`src/hdl/simd_alu_pkg.sv`:
```
package simd_alu_pkg;

    // ------------------------------------------------------------------
    // Register map
    // ------------------------------------------------------------------
    localparam int          ADDR_W          = 8;
    localparam logic [7:0]  ADDR_FIRST      = 8'h00;
    localparam logic [7:0]  ADDR_SECOND     = 8'h04;
    localparam logic [7:0]  ADDR_CONTROL    = 8'h08;
    localparam logic [7:0]  ADDR_RESULT     = 8'h0c;
    localparam logic [7:0]  ADDR_FLAGS      = 8'h10;
    localparam logic [7:0]  ADDR_STATUS     = 8'h14;

    // ------------------------------------------------------------------
    // Control word fields
    // ------------------------------------------------------------------
    localparam int          CTRL_OP_LSB     = 0;
    localparam int          CTRL_OP_W       = 4;
    localparam int          CTRL_COND_BIT   = 4;
    localparam int          CTRL_CARRY_BIT  = 5;
    localparam int          CTRL_CVALID_BIT = 6;
    localparam int          CTRL_DEST_LSB   = 8;
    localparam int          CTRL_OMIT_BIT   = 12;
    localparam int          CTRL_FIRST_LSB  = 16;
    localparam int          REG_IDX_W       = 4;

    // ------------------------------------------------------------------
    // Flag positions, status positions and reset values
    // ------------------------------------------------------------------
    localparam int          FLAG_N          = 3;
    localparam int          FLAG_Z          = 2;
    localparam int          FLAG_C          = 1;
    localparam int          FLAG_V          = 0;
    localparam int          ST_BUSY         = 0;
    localparam int          ST_RAN          = 1;
    localparam int          ST_WROTE        = 2;
    localparam int          ST_FLAGGED      = 3;
    localparam int          ST_BAD_OP       = 4;
    localparam int          ST_DEST_LSB     = 8;
    localparam logic [31:0] WORD_RESET      = 32'h0000_0000;
    localparam logic [3:0]  FLAGS_RESET     = 4'h0;
    localparam logic [3:0]  DEST_RESET      = 4'h0;

    typedef enum logic [3:0] {
        unsigned_add_halfwords,
        unsigned_add_bytes,
        signed_sub_halfwords,
        signed_sub_bytes,
        signed_halving_sub_halfwords,
        signed_halving_sub_bytes,
        signed_add_sub_exchange,
        signed_sub_add_exchange,
        bit_test,
        test_equivalence
    } op_t;

endpackage

```
`src/hdl/alu_lane_if.sv`:
```
`timescale 1ns/10ps
interface alu_lane_if;
    logic [31:0]       first;
    logic [31:0]       second;
    simd_alu_pkg::op_t op;
    logic [31:0]       value;
    logic              writes_result;
    logic              updates_flags;
    logic              known_op;

    modport core (
        output first,
        output second,
        output op,
        input  value,
        input  writes_result,
        input  updates_flags,
        input  known_op
    );
    modport lanes (
        input  first,
        input  second,
        input  op,
        output value,
        output writes_result,
        output updates_flags,
        output known_op
    );
endinterface

```
`src/hdl/packed_simd_alu.sv`:
```
// Behaviour
// - Halving halfword subtract: 17-bit difference, shift.
// - Halving byte subtract: four differences, halved.
// - Packed operations leave all flags unchanged.
// - Halfword subtract: two lanes, first minus second.
// - Byte subtract: four lanes, first minus second.
// - Add-sub exchange: sum top, difference bottom.
// - Sub-add exchange: difference top, sum bottom.
// - Bit test ANDs, sets flags, writes nothing.
// - Equivalence test XORs, sets flags, writes nothing.
// - Tests: N,Z from value; C shift; V kept.
// - Equivalence test: N is XOR of signs.
// - Unsigned halfword add, no carry between lanes.
// - Unsigned byte add, no carry between lanes.
// - Result and flag effects happen only when condition passes.
`timescale 1ns/10ps
module packed_simd_alu (
    input  wire logic        ref_clk,
    input  wire logic        rst_n,
    input  wire logic        psel,
    input  wire logic        penable,
    input  wire logic        pwrite,
    input  wire logic [7:0]  paddr,
    input  wire logic [31:0] pwdata,
    output logic      [31:0] prdata,
    output logic             pready,
    output logic             pslverr,
    output logic             result_we,
    output logic      [3:0]  result_dest,
    output logic      [31:0] result_data,
    output logic      [3:0]  flags_out
);
    typedef struct packed {
        logic [31:0] first;
        logic [31:0] second;
        logic [31:0] ctrl;
        logic [31:0] result;
        logic [3:0]  flags;
        logic [3:0]  dest;
        logic        pend;
        logic        ran;
        logic        wrote;
        logic        flagged;
        logic        bad;
        logic        result_we;
        logic [31:0] rdata;
        logic        slverr;
    } state_t;

    localparam state_t STATE_RESET = '{
        first:     simd_alu_pkg::WORD_RESET,
        second:    simd_alu_pkg::WORD_RESET,
        ctrl:      simd_alu_pkg::WORD_RESET,
        result:    simd_alu_pkg::WORD_RESET,
        flags:     simd_alu_pkg::FLAGS_RESET,
        dest:      simd_alu_pkg::DEST_RESET,
        rdata:     simd_alu_pkg::WORD_RESET,
        default:   1'b0
    };

    state_t            s;
    state_t            next_s;
    logic [1:0]        rst_sync;
    logic              rst_q;
    simd_alu_pkg::op_t cur_op;
    logic              cond_pass;
    logic [3:0]        dest_sel;
    alu_lane_if        alu ();

    // ------------------------------------------------------------------
    // Reset release
    // ------------------------------------------------------------------
    always_ff @(posedge ref_clk or negedge rst_n) begin
        if (!rst_n) begin
            rst_sync <= 2'b00;
        end else begin
            rst_sync <= {rst_sync[0], 1'b1};
        end
    end
    assign rst_q = rst_sync[1];

    // ------------------------------------------------------------------
    // Address decode
    // ------------------------------------------------------------------
    function automatic logic is_mapped(input logic [7:0] a);
        is_mapped = (a == simd_alu_pkg::ADDR_FIRST)
                 || (a == simd_alu_pkg::ADDR_SECOND)
                 || (a == simd_alu_pkg::ADDR_CONTROL)
                 || (a == simd_alu_pkg::ADDR_RESULT)
                 || (a == simd_alu_pkg::ADDR_FLAGS)
                 || (a == simd_alu_pkg::ADDR_STATUS);
    endfunction

    function automatic logic is_read_only(input logic [7:0] a);
        is_read_only = (a == simd_alu_pkg::ADDR_RESULT)
                    || (a == simd_alu_pkg::ADDR_STATUS);
    endfunction

    // ------------------------------------------------------------------
    // Lane datapath
    // ------------------------------------------------------------------
    assign cur_op    = simd_alu_pkg::op_t'(
        s.ctrl[simd_alu_pkg::CTRL_OP_LSB +: simd_alu_pkg::CTRL_OP_W]);
    assign cond_pass = s.ctrl[simd_alu_pkg::CTRL_COND_BIT];
    assign dest_sel  = s.ctrl[simd_alu_pkg::CTRL_OMIT_BIT]
        ? s.ctrl[simd_alu_pkg::CTRL_FIRST_LSB +: simd_alu_pkg::REG_IDX_W]
        : s.ctrl[simd_alu_pkg::CTRL_DEST_LSB +: simd_alu_pkg::REG_IDX_W];

    assign alu.first  = s.first;
    assign alu.second = s.second;
    assign alu.op     = cur_op;

    packed_lane_alu u_lanes (
        .bus (alu.lanes)
    );

    // ------------------------------------------------------------------
    // Next state
    // ------------------------------------------------------------------
    always_comb begin
        next_s           = s;
        next_s.result_we = 1'b0;
        if (psel && !penable) begin
            next_s.slverr = !is_mapped(paddr)
                         || (pwrite && is_read_only(paddr));
            case (paddr)
                simd_alu_pkg::ADDR_FIRST:   next_s.rdata = s.first;
                simd_alu_pkg::ADDR_SECOND:  next_s.rdata = s.second;
                simd_alu_pkg::ADDR_CONTROL: next_s.rdata = s.ctrl;
                simd_alu_pkg::ADDR_RESULT:  next_s.rdata = s.result;
                simd_alu_pkg::ADDR_FLAGS: begin
                    next_s.rdata = {28'h000_0000, s.flags};
                end
                simd_alu_pkg::ADDR_STATUS: begin
                    next_s.rdata = {20'h0_0000, s.dest, 3'h0, s.bad,
                                    s.flagged, s.wrote, s.ran, s.pend};
                end
                default: next_s.rdata = 32'h0000_0000;
            endcase
        end
        if (psel && penable && pwrite && !s.slverr) begin
            case (paddr)
                simd_alu_pkg::ADDR_FIRST:  next_s.first = pwdata;
                simd_alu_pkg::ADDR_SECOND: next_s.second = pwdata;
                simd_alu_pkg::ADDR_CONTROL: begin
                    next_s.ctrl = pwdata;
                    next_s.pend = 1'b1;
                end
                simd_alu_pkg::ADDR_FLAGS:  next_s.flags = pwdata[3:0];
                default: next_s.pend = s.pend;
            endcase
        end
        if (s.pend) begin
            next_s.pend    = 1'b0;
            next_s.bad     = !alu.known_op;
            next_s.ran     = cond_pass && alu.known_op;
            next_s.wrote   = cond_pass && alu.writes_result;
            next_s.flagged = cond_pass && alu.updates_flags;
            if (cond_pass && alu.writes_result) begin
                next_s.result    = alu.value;
                next_s.dest      = dest_sel;
                next_s.result_we = 1'b1;
            end
            if (cond_pass && alu.updates_flags) begin
                next_s.flags[simd_alu_pkg::FLAG_N] = alu.value[31];
                next_s.flags[simd_alu_pkg::FLAG_Z] = alu.value == 32'h0;
                if (s.ctrl[simd_alu_pkg::CTRL_CVALID_BIT]) begin
                    next_s.flags[simd_alu_pkg::FLAG_C] =
                        s.ctrl[simd_alu_pkg::CTRL_CARRY_BIT];
                end
            end
        end
    end

    always_ff @(posedge ref_clk or negedge rst_q) begin
        if (!rst_q) begin
            s <= STATE_RESET;
        end else begin
            s <= next_s;
        end
    end

    // ------------------------------------------------------------------
    // Outputs
    // ------------------------------------------------------------------
    // The slave answers with no wait state, so read data is staged in the
    // setup cycle; that keeps prdata a flop while pready stays simple.
    assign pready      = psel && penable;
    assign pslverr     = psel && penable && s.slverr;
    assign prdata      = s.rdata;
    assign result_we   = s.result_we;
    assign result_dest = s.dest;
    assign result_data = s.result;
    assign flags_out   = s.flags;

    logic [16:0] chk_hlo;
    logic [8:0]  chk_b3;
    logic        packed_op;
    assign chk_hlo = {s.first[15], s.first[15:0]}
                   - {s.second[15], s.second[15:0]};
    assign chk_b3  = {s.first[31], s.first[31:24]}
                   - {s.second[31], s.second[31:24]};
    assign packed_op = alu.known_op && alu.writes_result;
endmodule

```
`src/hdl/packed_lane_alu.sv`:
```
`timescale 1ns/10ps
module packed_lane_alu (
    alu_lane_if.lanes bus
);
    logic [31:0] add_b;
    logic [31:0] sub_b;
    logic [31:0] hsub_b;
    logic [31:0] add_h;
    logic [31:0] sub_h;
    logic [31:0] hsub_h;
    logic [15:0] asx_top;
    logic [15:0] asx_bot;
    logic [15:0] sax_top;
    logic [15:0] sax_bot;

    // ------------------------------------------------------------------
    // Byte lanes
    // ------------------------------------------------------------------
    // Lanes are separate adders, so no carry ever crosses a lane edge.
    for (genvar i = 0; i < 4; i++) begin : g_byte
        logic [8:0] diff;
        assign diff = {bus.first[i*8+7], bus.first[i*8+:8]}
                    - {bus.second[i*8+7], bus.second[i*8+:8]};
        assign add_b[i*8+:8]  = bus.first[i*8+:8] + bus.second[i*8+:8];
        assign sub_b[i*8+:8]  = diff[7:0];
        assign hsub_b[i*8+:8] = diff[8:1];
    end

    // ------------------------------------------------------------------
    // Halfword lanes
    // ------------------------------------------------------------------
    for (genvar i = 0; i < 2; i++) begin : g_half
        logic [16:0] diff;
        assign diff = {bus.first[i*16+15], bus.first[i*16+:16]}
                    - {bus.second[i*16+15], bus.second[i*16+:16]};
        assign add_h[i*16+:16]  = bus.first[i*16+:16] + bus.second[i*16+:16];
        assign sub_h[i*16+:16]  = diff[15:0];
        assign hsub_h[i*16+:16] = diff[16:1];
    end

    assign asx_top = bus.first[31:16] + bus.second[15:0];
    assign asx_bot = bus.first[15:0] - bus.second[31:16];
    assign sax_top = bus.first[31:16] - bus.second[15:0];
    assign sax_bot = bus.first[15:0] + bus.second[31:16];

    always_comb begin
        bus.value         = 32'h0000_0000;
        bus.writes_result = 1'b1;
        bus.updates_flags = 1'b0;
        bus.known_op      = 1'b1;
        case (bus.op)
            simd_alu_pkg::unsigned_add_halfwords:       bus.value = add_h;
            simd_alu_pkg::unsigned_add_bytes:           bus.value = add_b;
            simd_alu_pkg::signed_sub_halfwords:         bus.value = sub_h;
            simd_alu_pkg::signed_sub_bytes:             bus.value = sub_b;
            simd_alu_pkg::signed_halving_sub_halfwords: bus.value = hsub_h;
            simd_alu_pkg::signed_halving_sub_bytes:     bus.value = hsub_b;
            simd_alu_pkg::signed_add_sub_exchange: begin
                bus.value = {asx_top, asx_bot};
            end
            simd_alu_pkg::signed_sub_add_exchange: begin
                bus.value = {sax_top, sax_bot};
            end
            simd_alu_pkg::bit_test: begin
                bus.value         = bus.first & bus.second;
                bus.writes_result = 1'b0;
                bus.updates_flags = 1'b1;
            end
            simd_alu_pkg::test_equivalence: begin
                bus.value         = bus.first ^ bus.second;
                bus.writes_result = 1'b0;
                bus.updates_flags = 1'b1;
            end
            default: begin
                bus.writes_result = 1'b0;
                bus.known_op      = 1'b0;
            end
        endcase
    end
endmodule

```
`config.mk`:
```
export PLATFORM = sky130hd
export DESIGN_NAME = packed_simd_alu
export DESIGN_NICKNAME = d
export VERILOG_FILES = /design/src/hdl/simd_alu_pkg.sv /design/src/hdl/alu_lane_if.sv /design/src/hdl/packed_simd_alu.sv /design/src/hdl/packed_lane_alu.sv
export SDC_FILE = /design/constraint.sdc
export NUM_CORES = 1
export LEC_CHECK = 0
export BUFFER_PORTS_ARGS = -buffer_cell sky130_fd_sc_hd__buf_2
export CAP_MARGIN = 20
export CORE_MARGIN = 5
export CORE_UTILIZATION = 65
export DETAILED_ROUTE_END_ITERATION = 6
export PLACE_DENSITY = 0.85
export SYNTH_ARGS = -nofsm -noshare
export SYNTH_HDL_FRONTEND = slang
export SYNTH_HIERARCHICAL = 1
export SYNTH_SLANG_ARGS = --single-unit
```
`constraint.sdc`:
```
create_clock -name ref_clk -period 9.6 [get_ports ref_clk]
set_clock_uncertainty 0.2 [all_clocks]
set_input_delay 1.92 -clock ref_clk [delete_from_list [all_inputs] [get_ports ref_clk]]
set_output_delay 1.92 -clock ref_clk [all_outputs]
set_load 0.03 [all_outputs]
```
==> results.yml, run 1 <==
run_status:
  status: "completed"
cts:
  clk-insertion-delay-late_ns: 0.45
  clk_pin_slew_worst_paths_ns: 0.08
  post_cts_buffers: 0
  h-tree-depth: 4
  cts_made_buffers: 17
  cts_num_sinks: 177
  cts_tree: "built"
  cts.hold.buffers_added: 0
  cts_max_path_buffers: 2
  cts_root_buf: "clkbuf_16"
  ctsResizeCount: 0
power_and_ir_drop:
  report.power.total_w: 0.001615
  switching_share_pct: 28.79
  power.density_nw_per_um2: 97.33
  sequentialPowerShare_pct: 46.8
  ir_worst_vdd_mv: 0.1081
  p_clk_share_pct: 45.6
  power.leakage_nw: 7.910
  internal-power_w: 0.001150
  power.net_switching_w: 0.0004649
  p_comb_share_pct: 7.6
setup_path:
  cpPeakStageDelay_ns: 0.56
  arrival_ns: 5.77
  end_kind: "register"
  critical_path.max_fanout: 8
  slowest_stage: "nor4_1"
  criticalPathCategory: "register to register"
  critPathBufInv: 0
  worstPathCellList: "nor4_1 -> nand4_1 -> and3_1 -> o21ai_0 -> o21ai_0 -> ha_1 -> a21oi_1 -> o21ai_1 -> or3_1 -> o22a_1 -> a311oi_1 -> xor2_1 -> o2111ai_2 -> nor4_1 -> nand4_1 -> or3_1 -> o211ai_1"
  cp_top_family: "simple AND/OR/NAND/NOR gates"
  cp_data_required_time_ns: 9.76
  critPathLaunchType: "register"
placed_design:
  port_buffers: 119
  dp.cells: 2019
  routabilityCongestion: 1.051
  post-dp-hpwl_um: 41820
floorplan:
  dieArea_um2: 27520
  rows: 57
  core_area_um2: 24110
  ioPinCount: 120
  die-height_um: 165.9
  fp.dieW_um: 165.9
  start_util_pct: 65.53
detailed_routing:
  wire_per_inst_um: 27.23
  wl_um: 55920
  vias_per_cell: 7.062
  num_vias: 14510
  ant_nets: 0
  drt_first_pass_iters: 6
  drc: 0
  drtIter0Drc: 1731
sta:
  max_slew.worst_pin.slew_ns: 1.093
  slew_viol_final: 0
  finalHoldWorstSlack_ns: 0.1436
  hold_viol: 0
  finalSetupViolations: 0
  tns_ns: 0
  slew_headroom_pct: 26.85
  grt_setup_unrepaired: "false"
  fin_crit_sh_pct: 58.46
  finalCriticalPeriod_ns: 5.612
  fmax_mhz: 178.2
synthesis:
  netlist_area_um2: 15800
  synth_edf_count: 0
  synth.avg_cell_area_um2: 9.141
  syn_nets: 1884
  synth_top_area_cell: "dfrtp_1"
  synth-seq-area-share_pct: 28.04
  synthArstFlopShare_pct: 100.0
  synth_ff_type: "dfrtp_1"
  yosys_warnings: 6
  synth.ff_latch_count: 177
  synth.area.top_cells: "dfrtp_1, ha_1, mux2_2, xnor2_1, buf_4"
  ys_types: 104
  synthCells: 1728
  synth_top_area_share_pct: 28.04
grt:
  grt_remaining_overflow: 0
  grt_pass1_wl_um: 84400
  grt.total_usage_pct: 39.12
  grt_pass1_vias: 13950
  antenna_found_initial: 0
  grt_max_degree: 80
cells_and_area:
  syn2layout_area_growth_pct: 5.022
  nets: 1873
  final_layout_size_suffix_gt1_share_pct: 20.58
  diodes: 0
  fin_cells: 2054
hold_path:
  hold_class: "register to async pin"
job:
  max_cap_viol_count: 0
registers in the layout (all words and copies together), names as in the netlist:
register / cells
alu.op: 4
prdata: 32
cond_pass: 1
s: 33
flags_out: 4
alu.second: 32
result_we: 1
rst_sync: 2
result_data: 32
alu.first: 32
result_dest: 4
worst paths after layout:
kind	from	end	slack, ns	cells after the start
max	alu.second[5]$_DFFE_PN0P_	flags_out[2]$_DFF_PN0_	3.99	17
min	rst_sync[1]$_DFF_PN0_	result_dest[1]$_DFFE_PN0P_	0.14	0
max reg2reg	alu.second[5]$_DFFE_PN0P_	flags_out[2]$_DFF_PN0_	3.99	17
min reg2reg	rst_sync[1]$_DFF_PN0_	result_dest[1]$_DFFE_PN0P_	0.14	0
max in group asynchronous	rst_sync[1]$_DFF_PN0_	result_data[29]$_DFFE_PN0P_	7.22	3
min in group ref_clk	rst_sync[0]$_DFF_PN0_	rst_sync[1]$_DFF_PN0_	0.16	0
synth_stat cells (7+ instances only):
| cell type | n |
|---|---|
| fa_1 | 10 |
| nand2_1 | 102 |
| xnor2_1 | 79 |
| o211ai_1 | 21 |
| ha_1 | 101 |
| mux2_1 | 18 |
| nor2_1 | 112 |
| nor4_1 | 14 |
| dfrtp_1 | 177 |
| a21oi_1 | 101 |
| a221oi_1 | 17 |
| a22oi_1 | 45 |
| a21o_1 | 20 |
| and3_1 | 9 |
| or2_2 | 8 |
| a211oi_1 | 10 |
| or3_1 | 17 |
| o21bai_1 | 10 |
| mux2_4 | 30 |
| o21ai_0 | 101 |
| inv_1 | 84 |
| buf_4 | 76 |
| nand2b_1 | 19 |
| nand4_1 | 9 |
| nand3_1 | 23 |
| o21a_1 | 12 |
| o21ai_1 | 11 |
| o22ai_1 | 15 |
| nor3_1 | 30 |
| o221ai_1 | 11 |
| mux2i_1 | 33 |
| xor2_1 | 20 |
| nor2b_1 | 13 |
| buf_2 | 24 |
| clkbuf_1 | 54 |
| o31ai_1 | 11 |
| a221o_1 | 21 |
| buf_1 | 7 |
| mux2_2 | 104 |
| a31oi_1 | 20 |
power groups by stage:
stage / clock network, W / registers, W / logic (W)
floorplan: 0 / 0.000776 / 0.0000715
detailed placement: 0 / 0.000770 / 0.000118
finish: 0.000736 / 0.000755 / 0.000123
global placement: 0 / 0.000770 / 0.000116
CTS: 0.000738 / 0.000756 / 0.000119
global route: 0.000774 / 0.000757 / 0.000131
layer usage:
layer  vias to the layer above  global-route usage (%)  wire (µm)
met2                       984                   61.99      25240
li1                       6254                       -          -
met5                         -                       0          0
met1                      7028                   50.31      21510
met4                         0                   21.63       3917
met3                       239                   8.046       5264
placed cells by master (no fill, tap or decap), drive strengths merged, types with 6 or more instances in the layout:
| cell | synthesis | routed |
|---|---|---|
| a211oi | 11 | 11 |
| a21o | 21 | 21 |
| a21oi | 102 | 102 |
| a221o | 21 | 21 |
| a221oi | 18 | 18 |
| a22oi | 45 | 45 |
| a31oi | 20 | 20 |
| and2 | 6 | 6 |
| and3 | 11 | 11 |
| buf | 114 | 140 |
| clkbuf | 55 | 17 |
| dfrtp | 177 | 177 |
| fa | 10 | 10 |
| ha | 101 | 101 |
| inv | 87 | 97 |
| mux2 | 152 | 152 |
| mux2i | 33 | 33 |
| nand2 | 103 | 103 |
| nand2b | 19 | 19 |
| nand3 | 24 | 24 |
| nand4 | 9 | 9 |
| nor2 | 112 | 112 |
| nor2b | 13 | 13 |
| nor3 | 31 | 31 |
| nor3b | 6 | 6 |
| nor4 | 20 | 20 |
| o211ai | 22 | 22 |
| o21a | 12 | 12 |
| o21ai | 113 | 113 |
| o21bai | 10 | 10 |
| o221ai | 11 | 11 |
| o22ai | 15 | 15 |
| o31a | 6 | 6 |
| o31ai | 11 | 11 |
| or2 | 11 | 11 |
| or3 | 19 | 19 |
| or4 | 7 | 7 |
| xnor2 | 79 | 79 |
| xor2 | 20 | 20 |
cells by family (layout without fill, tap and decap cells):
logic type / Yosys count / after routing / share of synthesized area, %
xor+xnor: 99 / 99 / 5.489
flops: 177 / 177 / 28.04
mux: 190 / 190 / 14.35
buf+inv: 257 / 259 / 8.705
other cells: 1 / 1 / 0.02374
fa+ha+maj: 111 / 111 / 9.267
compound gates: 488 / 488 / 20.88
simple gates: 405 / 405 / 13.24
stage by stage:
stage	instance area [µm²]	setup slack [ns]	util [%]
global placement	15910	4.339	66.02
detailed placement	15910	4.304	66.02
global route	16590	3.866	68.82
floorplan	15800	4.103	-
finish	16590	3.988	68.82
CTS	16530	4.257	68.58
final cells by class:
type / count / area [µm²]
tap: 324 / 405.4
clock inverter: 15 / 191.4
inverter: 87 / 326.6
clock buffer: 17 / 425.4
sequential: 177 / 4433
timing repair buffer: 140 / 789.5
multi-input combinational: 1294 / 10020
fill: 1898 / 7516
No activity file was read; power rests on OpenSTA's default activity.
==> run 2, diff against run 1 <==
ABC_AREA = 1   (was unset)
CORE_UTILIZATION = 56   (was 65)
PLACE_DENSITY = 0.78   (was 0.85)
clock period = 4.8 ns   (was 9.6 ns; I/O delays follow)
==> run 2 against run 1 <==
The flow now finishes with violations (DRC); clock-buffer cell count stayed put; routed wire length rose by 2.9%; power up 120%; hold slack worse by 0.060 ns; area after synthesis grew 1.5%; die area grew 17%; sequential power is 100% higher; via count rose by 14%; critical endpoint unchanged; synthesized cell count is 36% higher; clock power rose by 94%; setup slack worse by 3.7 ns; critical path type unchanged; core utilization shrank 9.9 points.
==> results.yml, run 2 <==
setup_path:
  critical_path.max_fanout: 19
  r2r_slack_ns: 0.24
  end_kind: "register"
  reg2reg_from: "alu.op[1]$_DFFE_PN0N_"
  arrival_ns: 4.74
  r2r-end: "flags_out[2]$_DFF_PN0_"
  criticalPathCategory: "register to register"
  cp_data_required_time_ns: 4.98
  reg2regPathDepth: 25
  cp-endpoint: "flags_out[2]$_DFF_PN0_"
  critPathLaunchType: "register"
  startpoint: "alu.op[1]$_DFFE_PN0N_"
sta:
  tns_ns: 0
  slew_viol_final: 0
  hold_viol: 0
  grt_setup_unrepaired: "false"
  slew_headroom_pct: 33.13
  finalCriticalPeriod_ns: 4.558
  timing.final.ws_setup_ns: 0.2416
  max_slew.worst_pin.slew_ns: 1.003
  fin_crit_sh_pct: 94.97
  fmax_mhz: 219.4
  finalSetupViolations: 0
detailed_routing:
  ant_nets: 0
  wl_um: 57540
  maxUsedRoutingLayer: "met4"
  wl_met2_um: 26140
  wl_met1_um: 22660
  drt_first_pass_iters: 7
  wire_per_inst_um: 20.92
  num_vias: 16500
  drtIter0Drc: 1987
  vias_per_cell: 5.997
  drc: 3
  wl_met3_um: 4870
synthesis:
  synth_edf_count: 0
  synth_ff_type: "dfrtp_1"
  synth_commonest_cells: "nand2_1, inv_1, dfrtp_1, nor2_1, o21ai_0"
  netlist_area_um2: 16030
  ys_types: 62
  synth_top_area_share_pct: 27.63
  yosysMostFrequentCell: "nand2_1"
  synth.avg_cell_area_um2: 6.819
  yosys_warnings: 6
  syn_nets: 2507
  synthArstFlopShare_pct: 100.0
  synth.ff_latch_count: 177
  synth_top_area_cell: "dfrtp_1"
  synth.area.top_cells: "dfrtp_1, nand2_1, ha_1, inv_1, o21ai_0"
  synthCells: 2351
  synth-seq-area-share_pct: 27.63
floorplan:
  rows: 62
  fp.dieW_um: 179.2
  core_area_um2: 28470
  die-height_um: 179.2
  dieArea_um2: 32110
  start_util_pct: 56.31
  ioPinCount: 120
cells_and_area:
  final_area_um2: 16760
  diodes: 0
  seq_area_um2: 4433
  largest_reg_flops: 33
  nFillCells: 2761
  final_cell_mix: "nand2_1, inv_1, dfrtp_1"
  syn2layout_area_growth_pct: 4.550
  final_common_cell: "nand2_1"
  nets: 2510
  final_layout_size_suffix_gt1_share_pct: 12.63
  multiInputGateArea_um2: 9437
  largest-register: "s"
cts:
  cts_tree: "built"
  h-tree-depth: 4
  cts_max_path_buffers: 2
  clk-insertion-delay-late_ns: 0.44
  cts_root_buf: "clkbuf_16"
  cts_made_buffers: 17
  clk_pin_slew_worst_paths_ns: 0.08
  post_cts_buffers: 0
  cts_num_sinks: 177
hold_path:
  hold_class: "input pin to async pin"
power_and_ir_drop:
  power.leakage_nw: 8.986
  ir_worst_vdd_mv: 0.2805
  power.density_nw_per_um2: 214.1
placed_design:
  placed_area_um2: 16170
  port_buffers: 119
  post-dp-hpwl_um: 43610
  routabilityCongestion: 1.031
  place_ws_ns: 0.2521
grt:
  grt_pass1_vias: 15600
  grt_pass1_wl_um: 86570
  grt.total_usage_pct: 35.16
  grt_max_degree: 74
  grt_remaining_overflow: 0
  antenna_found_initial: 0
run_status:
  status: "complete, but fails checks"
  violations: "DRC"
job:
  max_cap_viol_count: 0
run 2: routing by layer:
metal / global-route usage, % / vias up
met4: 21.04 / 0
met3: 5.272 / 198
met5: 0 / -
li1: - / 7637
met2: 56.50 / 935
met1: 44.81 / 7729
run 2: cell type report:
| type | instances | area share (%) |
|---|---|---|
| Sequential cell | 177 | 26.45 |
| Tap cell | 384 | 2.867 |
| Clock inverter | 15 | 0.9480 |
| Multi-Input combinational cell | 1741 | 56.30 |
| Clock buffer | 17 | 2.538 |
| Timing Repair Buffer | 145 | 4.792 |
| Inverter | 272 | 6.106 |
run 2: how the worst min path moves through the flow:
stage,start,to,depth (start not counted)
finish,rst_n,rst_sync[1]$_DFF_PN0_,1
global route,rst_n,rst_sync[1]$_DFF_PN0_,1
CTS,rst_n,rst_sync[1]$_DFF_PN0_,1
detailed placement,rst_sync[0]$_DFF_PN0_,rst_sync[1]$_DFF_PN0_,0
global placement,rst_sync[0]$_DFF_PN0_,rst_sync[1]$_DFF_PN0_,0
floorplan,rst_sync[0]$_DFF_PN0_,rst_sync[1]$_DFF_PN0_,0
run 2: cells by family (layout without fill, tap and decap cells):
logic type               Yosys count  after routing  synth area share, %
AND/OR/NAND/NOR                 1125           1125                30.27
AO/OA/AOI/OAI                    464            464                17.17
buffers and inverters            433            449                13.59
flip-flops                       177            177                27.63
adder cells (fa/ha/maj)          111            111                9.131
XOR/XNOR                          40             40                2.185
other                              1              1              0.02339
run 2: report_power, final:
part | total, W | internal [W] | switching (W) | leakage, nW
sequential | 0.00153 | 0.00150 | 0.0000310 | 2.40
clock | 0.00143 | 0.000743 | 0.000685 | 0.285
combinational | 0.000626 | 0.000191 | 0.000436 | 6.30
run 2: critical path, stage by stage, from the launching register on:
cell	delay [ns]
dfrtp_1	0.61
nand2_1	0.13
inv_1	0.08
nand2_1	0.18
buf_4	0.28
inv_1	0.17
o21ai_0	0.11
o311ai_0	0.12
nand2_1	0.12
ha_1	0.36
inv_1	0.07
o21ai_0	0.30
a21oi_1	0.07
nand2_1	0.15
a21oi_1	0.08
o21ai_0	0.11
nand2_1	0.09
nor2_1	0.17
o21ai_0	0.11
inv_1	0.09
nand4_1	0.16
nor2_1	0.40
nand2_1	0.11
nor2_1	0.11
nand2_1	0.05
nand2_1	0.07
run 2: through the flow:
step | hold WS, ns | total power, W | cells | utilization (%)
6_report | 0.08319 | 0.003589 | 2751 | 58.87
5_1_grt | 0.08302 | 0.003711 | 2751 | 58.87
4_1_cts | 0.08240 | 0.003576 | 2751 | 58.86
3_5_place_dp | 0.1355 | 0.002174 | 2719 | 56.80
3_3_place_gp | 0.1408 | 0.002167 | 2719 | 56.80
2_1_floorplan | 0.1311 | 0.001983 | 2351 | -
run 2: repair_timing:
action                     4_1_cts  5_1_grt
resized for setup                0        1
hold buffers                     0        0
setup endpoints to repair        0        1
